`src/shared/lalu_pkg.sv`:
```
// Constants, operation codes and state codes for the long-address ALU subset.
package lalu_pkg;

  // ****************************************
  // Widths
  // ****************************************
  localparam int unsigned LALU_DW = 8;
  localparam int unsigned LALU_AW = 16;

  // ****************************************
  // Values after reset and arithmetic constants
  // ****************************************
  localparam logic [LALU_DW-1:0] LALU_WORK_RST = 8'h00;
  localparam logic [LALU_AW-1:0] LALU_ADDR_RST = 16'h0000;
  localparam logic               LALU_NULL_RST = 1'h0;
  localparam logic               LALU_OVF_RST  = 1'h0;
  localparam logic [LALU_DW-1:0] LALU_ONE      = 8'h01;
  localparam logic [LALU_DW-1:0] LALU_ZERO     = 8'h00;

  // ****************************************
  // Operation codes
  // ****************************************
  typedef enum logic [3:0] {
    LALU_OP_DEC_WORK  = 4'h0,
    LALU_OP_INC_MEM   = 4'h1,
    LALU_OP_INC_WORK  = 4'h2,
    LALU_OP_MOV_WORK  = 4'h3,
    LALU_OP_MOV_MEM   = 4'h4,
    LALU_OP_OR_WORK   = 4'h5,
    LALU_OP_OR_MEM    = 4'h6,
    LALU_OP_RL_MEM    = 4'h7,
    LALU_OP_RL_WORK   = 4'h8,
    LALU_OP_RLC_MEM   = 4'h9,
    LALU_OP_RLC_WORK  = 4'ha,
    LALU_OP_RR_MEM    = 4'hb
  } lalu_op_e;

  // ****************************************
  // Sequencer states, Gray coded along the path
  // ****************************************
  typedef enum logic [1:0] {
    LALU_ST_IDLE = 2'h0,
    LALU_ST_READ = 2'h1,
    LALU_ST_CALC = 2'h3,
    LALU_ST_DONE = 2'h2
  } lalu_state_e;

endpackage : lalu_pkg

```
`src/hw/lalu_core.sv`:
```
// Sequencer and datapath for the long-addressed ALU operation subset.
module lalu_core (
  // Clock, reset and enable.
  input  wire logic                         clk_i,
  input  wire logic                         rst_n_i,
  input  wire logic                         ce_i,
  // Operation request from the decoder.
  input  wire logic                         op_valid_i,
  input  wire logic [3:0]                   op_i,
  input  wire logic [lalu_pkg::LALU_AW-1:0] addr_i,
  output logic                              ready_o,
  output logic                              done_o,
  // Data memory port.
  output logic                              mem_rd_o,
  output logic                              mem_wr_o,
  output logic      [lalu_pkg::LALU_AW-1:0] mem_addr_o,
  output logic      [lalu_pkg::LALU_DW-1:0] mem_wdata_o,
  input  wire logic [lalu_pkg::LALU_DW-1:0] mem_rdata_i,
  // Work register and status flags.
  output logic      [lalu_pkg::LALU_DW-1:0] work_o,
  output logic                              null_flag_o,
  output logic                              ovf_bit_o
);
  import lalu_pkg::*;

  // ****************************************
  // State
  // ****************************************
  lalu_state_e          state_ff;
  lalu_op_e             op_ff;
  logic [LALU_AW-1:0]   addr_ff;
  logic                 mem_rd_ff;
  logic                 mem_wr_ff;
  logic [LALU_DW-1:0]   wdata_ff;
  logic [LALU_DW-1:0]   work_ff;
  logic                 null_ff;
  logic                 ovf_ff;
  logic                 done_ff;
  logic                 ready_ff;
  logic [LALU_DW-1:0]   nxt_res;
  logic                 nxt_to_mem;
  logic                 nxt_to_work;
  logic                 nxt_null_upd;
  logic                 nxt_ovf_upd;
  logic [LALU_DW-1:0]   rol_res;
  logic                 rol_out;
  logic [LALU_DW-1:0]   ror_res;
  logic                 rol_fill;
  logic                 take;
  logic                 calc;

  assign take = ce_i && ready_ff && op_valid_i;
  assign calc = ce_i && (state_ff == LALU_ST_CALC);

  // ****************************************
  // Rotators
  // ****************************************
  // Through-overflow rotates fill from the old overflow bit, plain left ones from bit 7.
  assign rol_fill = ((op_ff == LALU_OP_RLC_MEM) || (op_ff == LALU_OP_RLC_WORK)) ?
                    ovf_ff : mem_rdata_i[7];

  lalu_rot #(.LEFT(1'b1)) u_rol (
    .data_i (mem_rdata_i),
    .fill_i (rol_fill),
    .res_o  (rol_res),
    .out_o  (rol_out)
  );

  lalu_rot #(.LEFT(1'b0)) u_ror (
    .data_i (mem_rdata_i),
    .fill_i (mem_rdata_i[0]),
    .res_o  (ror_res),
    .out_o  ()
  );

  // ****************************************
  // Operation decode
  // ****************************************
  // Selects the result of the operation held in op_ff.
  always_comb
  begin
    nxt_res = mem_rdata_i;
    case (op_ff)
      LALU_OP_DEC_WORK: nxt_res = mem_rdata_i - LALU_ONE;
      LALU_OP_INC_MEM, LALU_OP_INC_WORK: nxt_res = mem_rdata_i + LALU_ONE;
      LALU_OP_MOV_MEM: nxt_res = work_ff;
      LALU_OP_OR_WORK, LALU_OP_OR_MEM: nxt_res = work_ff | mem_rdata_i;
      LALU_OP_RL_MEM, LALU_OP_RL_WORK: nxt_res = rol_res;
      LALU_OP_RLC_MEM, LALU_OP_RLC_WORK: nxt_res = rol_res;
      LALU_OP_RR_MEM: nxt_res = ror_res;
      // copy byte to work; unknown codes leave the byte unused.
      default: nxt_res = mem_rdata_i;
    endcase
  end

  assign nxt_to_mem   = op_ff inside {LALU_OP_INC_MEM, LALU_OP_MOV_MEM, LALU_OP_OR_MEM,
                                      LALU_OP_RL_MEM, LALU_OP_RLC_MEM, LALU_OP_RR_MEM};
  assign nxt_to_work  = op_ff inside {LALU_OP_DEC_WORK, LALU_OP_INC_WORK, LALU_OP_MOV_WORK,
                                      LALU_OP_OR_WORK, LALU_OP_RL_WORK, LALU_OP_RLC_WORK};
  // zero test for increment, decrement and OR only
  assign nxt_null_upd = op_ff inside {LALU_OP_DEC_WORK, LALU_OP_INC_MEM, LALU_OP_INC_WORK,
                                      LALU_OP_OR_WORK, LALU_OP_OR_MEM};
  assign nxt_ovf_upd  = (op_ff == LALU_OP_RLC_MEM) || (op_ff == LALU_OP_RLC_WORK);

  // ****************************************
  // Sequencer
  // ****************************************
  // Walks idle, read, calculate, done; requests are only taken while idle.
  always_ff @(posedge clk_i or negedge rst_n_i)
  begin
    if (!rst_n_i)
    begin
      state_ff <= LALU_ST_IDLE;
      ready_ff <= 1'b0;
    end
    else if (ce_i)
    begin
      unique case (state_ff)
        LALU_ST_IDLE: state_ff <= op_valid_i && ready_ff ? LALU_ST_READ : LALU_ST_IDLE;
        LALU_ST_READ: state_ff <= LALU_ST_CALC;
        LALU_ST_CALC: state_ff <= LALU_ST_DONE;
        LALU_ST_DONE: state_ff <= LALU_ST_IDLE;
      endcase
      ready_ff <= (state_ff == LALU_ST_DONE) || ((state_ff == LALU_ST_IDLE) && !op_valid_i);
    end
  end

  // Captures the request and issues the one-cycle memory read.
  always_ff @(posedge clk_i or negedge rst_n_i)
  begin
    if (!rst_n_i)
    begin
      op_ff     <= LALU_OP_DEC_WORK;
      addr_ff   <= LALU_ADDR_RST;
      mem_rd_ff <= 1'b0;
    end
    else if (ce_i)
    begin
      mem_rd_ff <= take;
      if (take)
      begin
        op_ff   <= lalu_op_e'(op_i);
        addr_ff <= addr_i;
      end
    end
  end

  // ****************************************
  // Results
  // ****************************************
  // Memory write-back and completion pulse, one cycle each.
  always_ff @(posedge clk_i or negedge rst_n_i)
  begin
    if (!rst_n_i)
    begin
      mem_wr_ff <= 1'b0;
      wdata_ff  <= LALU_ZERO;
      done_ff   <= 1'b0;
    end
    else if (ce_i)
    begin
      mem_wr_ff <= calc && nxt_to_mem;
      done_ff   <= calc;
      if (calc && nxt_to_mem)
      begin
        wdata_ff <= nxt_res;
      end
    end
  end

  // Work register load.
  always_ff @(posedge clk_i or negedge rst_n_i)
  begin
    if (!rst_n_i)
    begin
      work_ff <= LALU_WORK_RST;
    end
    else if (calc && nxt_to_work)
    begin
      work_ff <= nxt_res;
    end
  end

  // Status flags; wrap of increment and decrement never touches overflow.
  always_ff @(posedge clk_i or negedge rst_n_i)
  begin
    if (!rst_n_i)
    begin
      null_ff <= LALU_NULL_RST;
      ovf_ff  <= LALU_OVF_RST;
    end
    else if (calc)
    begin
      if (nxt_null_upd)
      begin
        null_ff <= (nxt_res == LALU_ZERO);
      end
      if (nxt_ovf_upd)
      begin
        ovf_ff <= rol_out;
      end
    end
  end

  assign ready_o     = ready_ff;
  assign done_o      = done_ff;
  assign mem_rd_o    = mem_rd_ff;
  assign mem_wr_o    = mem_wr_ff;
  assign mem_addr_o  = addr_ff;
  assign mem_wdata_o = wdata_ff;
  assign work_o      = work_ff;
  assign null_flag_o = null_ff;
  assign ovf_bit_o   = ovf_ff;
endmodule : lalu_core

```
`src/hw/lalu_rot.sv`:
```
// One-position rotate of a byte with a selectable fill bit.
module lalu_rot #(
  parameter bit LEFT = 1'b1
) (
  // Operand.
  input  wire logic [7:0] data_i,
  input  wire logic       fill_i,
  // Result.
  output logic      [7:0] res_o,
  output logic            out_o
);

  // Left moves bit 7 out and fill into bit 0; right moves bit 0 out and fill into bit 7.
  always_comb
  begin
    if (LEFT)
    begin
      res_o = {data_i[6:0], fill_i};
      out_o = data_i[7];
    end
    else
    begin
      res_o = {fill_i, data_i[7:1]};
      out_o = data_i[0];
    end
  end

endmodule : lalu_rot

```
`config.mk`:
```
export PLATFORM = sky130hd
export DESIGN_NAME = lalu_core
export DESIGN_NICKNAME = d
export VERILOG_FILES = /design/src/shared/lalu_pkg.sv /design/src/hw/lalu_core.sv /design/src/hw/lalu_rot.sv
export SDC_FILE = /design/constraint.sdc
export NUM_CORES = 1
export LEC_CHECK = 0
export BUFFER_PORTS_ARGS = -buffer_cell sky130_fd_sc_hd__buf_4
export CAP_MARGIN = 0
export CORE_MARGIN = 8
export CORE_UTILIZATION = 55
export DETAILED_ROUTE_END_ITERATION = 12
export GPL_ROUTABILITY_DRIVEN = 0
export PLACE_DENSITY = 0.87
export SYNTH_ARGS = -nofsm -noshare
export SYNTH_HDL_FRONTEND = slang
export SYNTH_HIERARCHICAL = 1
export SYNTH_SLANG_ARGS = --single-unit
export TNS_END_PERCENT = 100
```
`constraint.sdc`:
```
create_clock -name clk_i -period 4.7 [get_ports clk_i]
set_input_delay 0.705 -clock clk_i [delete_from_list [all_inputs] [get_ports clk_i]]
set_output_delay 0.705 -clock clk_i [all_outputs]
set_load 0.1 [all_outputs]
```
* Yosys cells after proc, flatten, opt, wreduce, memory -nomap -nowiden
Index checks and enable logic that the tools add are counted.
Word-level totals: flip-flop bits (word level) 44, bits of input ports 32, output and inout port bits 38, logic and storage cells 55
Operators by class: $add $sub $neg 2, equality and inequality tests 14, muxes and demuxes 4, bitwise operators 1, reduce and logical (&&, ||, !) cells 23
Operators with widths (number):
- one-hot mux 8 bit (6 select lines) | 1
- == test 4 x 3 -> 1 bit (second input constant) | 4
- == test 4 bit (second input constant) | 4
- nonzero test 6 bit | 2
- adder 8 x 1 -> 8 bit (second input constant) | 1
- == test 4 x 2 -> 1 bit (second input constant) | 2
- zero test 8 bit | 1
- bitwise OR 8 bit | 1
- one-hot mux 2 bit (4 select lines) | 1
- AND reduction 2 bit | 4
- subtractor 8 x 1 -> 8 bit (second input constant) | 1
- logical AND 1 bit | 7
- nonzero test 5 bit | 1
- == test 2 bit (second input constant) | 2
- == test 4 x 1 -> 1 bit (second input constant) | 1
- zero test 4 bit | 1
- OR reduction 2 bit | 2
- OR reduction 4 bit | 1
- == test 2 x 1 -> 1 bit (second input constant) | 1
- zero test 2 bit | 1
- logical OR 1 bit | 2
- 2-to-1 mux 1 bit | 2
- zero test 1 bit | 1

* Longest topological paths before layout
depth in word-level cells 5, mapped depth 13, depth with buffers taken out 12

* Cells and area by module
Netlist, hierarchy kept.
Modules (own cells, without submodules):
- lalu_core | times used 1, cells each 248, area an instance 2571.2 um2, seq. area each 1101.1 um2
- lalu_rot | times used 2, cells each 9, area an instance 67.6 um2, seq. area each 0.0 um2

* Worst setup path after synthesis
OpenSTA, ideal clock, no wires.
path kind reg-to-reg, start register op_ff[0], end register null_ff, in the netlist null_flag_o, library setup time 0.092 ns, arrival time 2.599 ns, data required time 4.608 ns, setup slack 2.009 ns, cell stages (with the launch flop) 14, buffers on the path 2, period minus slack after synthesis 2.691 ns, path through dfrtp_1 buf_2 xor2_2 and2_1 buf_4 xnor2_1 ha_1 and3_1 a31o_2 a21oi_1 a221oi_1 o32a_1 or3b_1 o31ai_2
On the way: longest elaborated chain between the ends 5, elaborated cells on any way between the ends 20, those cells by class eq/ne: 10; mux: 2; reduce/logical: 8
RTL lines:
- start: declaration | line lalu_core.sv:30 | lalu_op_e op_ff;
- start signal: assignment | line lalu_core.sv:142 | op_ff <= lalu_op_e'(op_i);
- == test 4 bit | line lalu_core.sv:59, lalu_core.sv:83
- logical OR 1 bit | line lalu_core.sv:59 | assign rol_fill = ((op_ff == LALU_OP_RLC_MEM) || (op_ff == LALU_OP_RLC_WORK)) ?
- 2-to-1 mux 1 bit | line lalu_core.sv:59
- one-hot mux 8 bit (6 select lines) | line lalu_core.sv:83 | case (op_ff)
- zero test 8 bit | line lalu_core.sv:196 | null_ff <= (nxt_res == LALU_ZERO);
- end signal: assignment | line lalu_core.sv:196
- end: declaration | line lalu_core.sv:36 | logic null_ff;
Parallel ways exist; a longest one is shown, timed or not. A chain may end at the register's enable or synchronous reset.

* Worst setup path in the final report
Ends and elaborated chain as after synthesis.

==> qor.csv <==
stage,metric,value,unit
run_status,outcome,"finished, final reports clean",
timing,Worst Clk Skew,9.68,ps
floorplan,die width,86.1,µm
timing,fmax,308,MHz
synth,"Cell Area, Synth",0.00270,mm²
clock_tree,"Reg clk slew, reported paths",80,ps
global_route,vias in the first global route,2349,
placed_design,IO buf count,69,
critical_path,R2R Path End,null_flag_o,
critical_path,Worst EP required,4910,ps
clock_tree,Root Buffer Master,clkbuf_8,
run,max_cap viols,0,
floorplan,total core area,0.00472,mm²
final_layout,share of cells above drive strength 1,38.1,%
drt,vias per inst,5.92,
floorplan,DIE HEIGHT,86.1,µm
timing,crit share post-route,69.0,%
timing,Hold WS,396,ps
critical_path,WP buf/inv,0,
hold_path,Hold WC Path Type,in -> async,
critical_path,R2R depth,11,
clock_tree,CTS tree,yes,
clock_tree,Num CTS Buffers,5,
timing,fin crit period,3240,ps
timing,final setup fails,0,
drt,DRT iter0 DRCs,192,
timing,Slew headroom,38.2,%
clock_tree,worst skew pair latency,300,ps
global_route,initial antenna violation count,0,
critical_path,Critical Path Slowest Stage Cell,dfrtp_1,
critical_path,crit-path cells,"xor2_2, and2_1, xnor2_1, ha_1, and3_1, a31o_2, a21oi_1, a221oi_1, o32a_1, or3b_1, o31ai_2",
global_route,GRT Total Usage,19.3,%
drt,Vias,2232,
clock_tree,CTS sink count,44,
timing,unrepaired setup endpoints after global routing,false,
clock_tree,CTS resizes,0,
global_route,first-pass GRT wire length,11600,µm
timing,setup tns final,0,ps
floorplan,Initial Util,57.1,%
critical_path,CP max FO,14,
drt,drt drc,0,
final_layout,Fillers,356,
drt,Avg WL per Cell,18.5,µm
final_layout,Area Overhead vs Synth,20.1,%
global_route,largest net degree at the start of global routing,45,
critical_path,delay of the slowest critical-path stage,660,ps
critical_path,kind of critical path,reg -> reg,
final_layout,Antenna Cells,0,
synth,Syn Area/Cell,10.2,µm²
synth,Synth Warn #,6,
drt,drt first pass iters,4,
critical_path,CP Capture Type,flop,
clock_tree,hold buffers post-CTS,0,
critical_path,Stages on worst setup path,11,
floorplan,Rows,25,
critical_path,Crit path max-delay family,simple AND/OR/NAND/NOR gates,
timing,Max Slew Vio Count,0,
clock_tree,CTS max path bufs,2,
placed_design,Detail Placement HPWL,5110,µm
timing,worst slew pin tran,925,ps
global_route,GR Overflow Total,0,
critical_path,WP data arrival,3460,ps
synth,Synth Instances,265,
final_layout,"Net count, final",347,
critical_path,"setup slack, reg-to-reg",1460,ps
critical_path,R2R Path Start,op_ff[0],
drt,Post-DRT Antenna Nets,0,
floorplan,I/O pins,70,
critical_path,CP Launch Type,flop,
drt,WL final,6960,µm
timing,Final Hold Viols,0,
clock_tree,Post-CTS Setup Inserts,0,
synth,syn nets,302,
clock_tree,H-tree Lvls,2,
floorplan,die area,0.00740,mm²
sequential cells by signal, indices dropped and copies added, names as in the netlist:
name         count
mem_addr_o      16
mem_wdata_o      8
work_o           8
op_ff            4
state_ff         2
done_o           1
mem_rd_o         1
mem_wr_o         1
null_flag_o      1
ovf_bit_o        1
ready_o          1
per-layer routing:
layer	track usage (%)	vias to the layer above	share of wire (%)
li1	-	1035	-
met1	22.3	1075	39
met2	31.4	106	48
met3	7.55	16	11
met4	7.48	0	1.8
met5	0	-	0
placed cells by master (no fill, tap or decap), types with 6 or more instances in the layout:
cell      n
inv_1    11
nor3_1    6
and3_1    6
buf_4    70
o21ai_0   7
mux2i_1  13
nor2_1   18
mux2_2   30
a21oi_1  19
dfrtp_1  44
nand2_1   7
worst max-delay path by stage:
stage | to | from
floorplan | null_flag_o | op_ff[0]
global placement | null_flag_o | op_ff[0]
detailed placement | null_flag_o | op_ff[0]
CTS | null_flag_o | op_ff[0]
global route | null_flag_o | op_ff[0]
finish | null_flag_o | op_ff[0]
through the flow:
stage,utilization [%],instances,worst slack [ps],instance area [µm²]
6_report,68.6,377,1460,3240
2_1_floorplan,-,265,2010,2700
3_5_place_dp,65.9,370,1580,3110
4_1_cts,68.6,377,1520,3240
3_3_place_gp,65.9,370,1730,3110
5_1_grt,68.6,377,1330,3240
area by class of cell:
type                            count  area [µm²]  area share, %
Sequential cell                    44        1100           34.0
Inverter                           13        48.8           1.51
Clock buffer                        5        68.8           2.12
Tap cell                           67        83.8           2.59
Timing Repair Buffer               70         526           16.2
Clock inverter                      2        60.1           1.85
Multi-Input combinational cell    176        1350           41.8
Power is left out: the tool's default activity adds up to more than one toggle a clock period on the data nets, which glitch-free logic cannot reach.
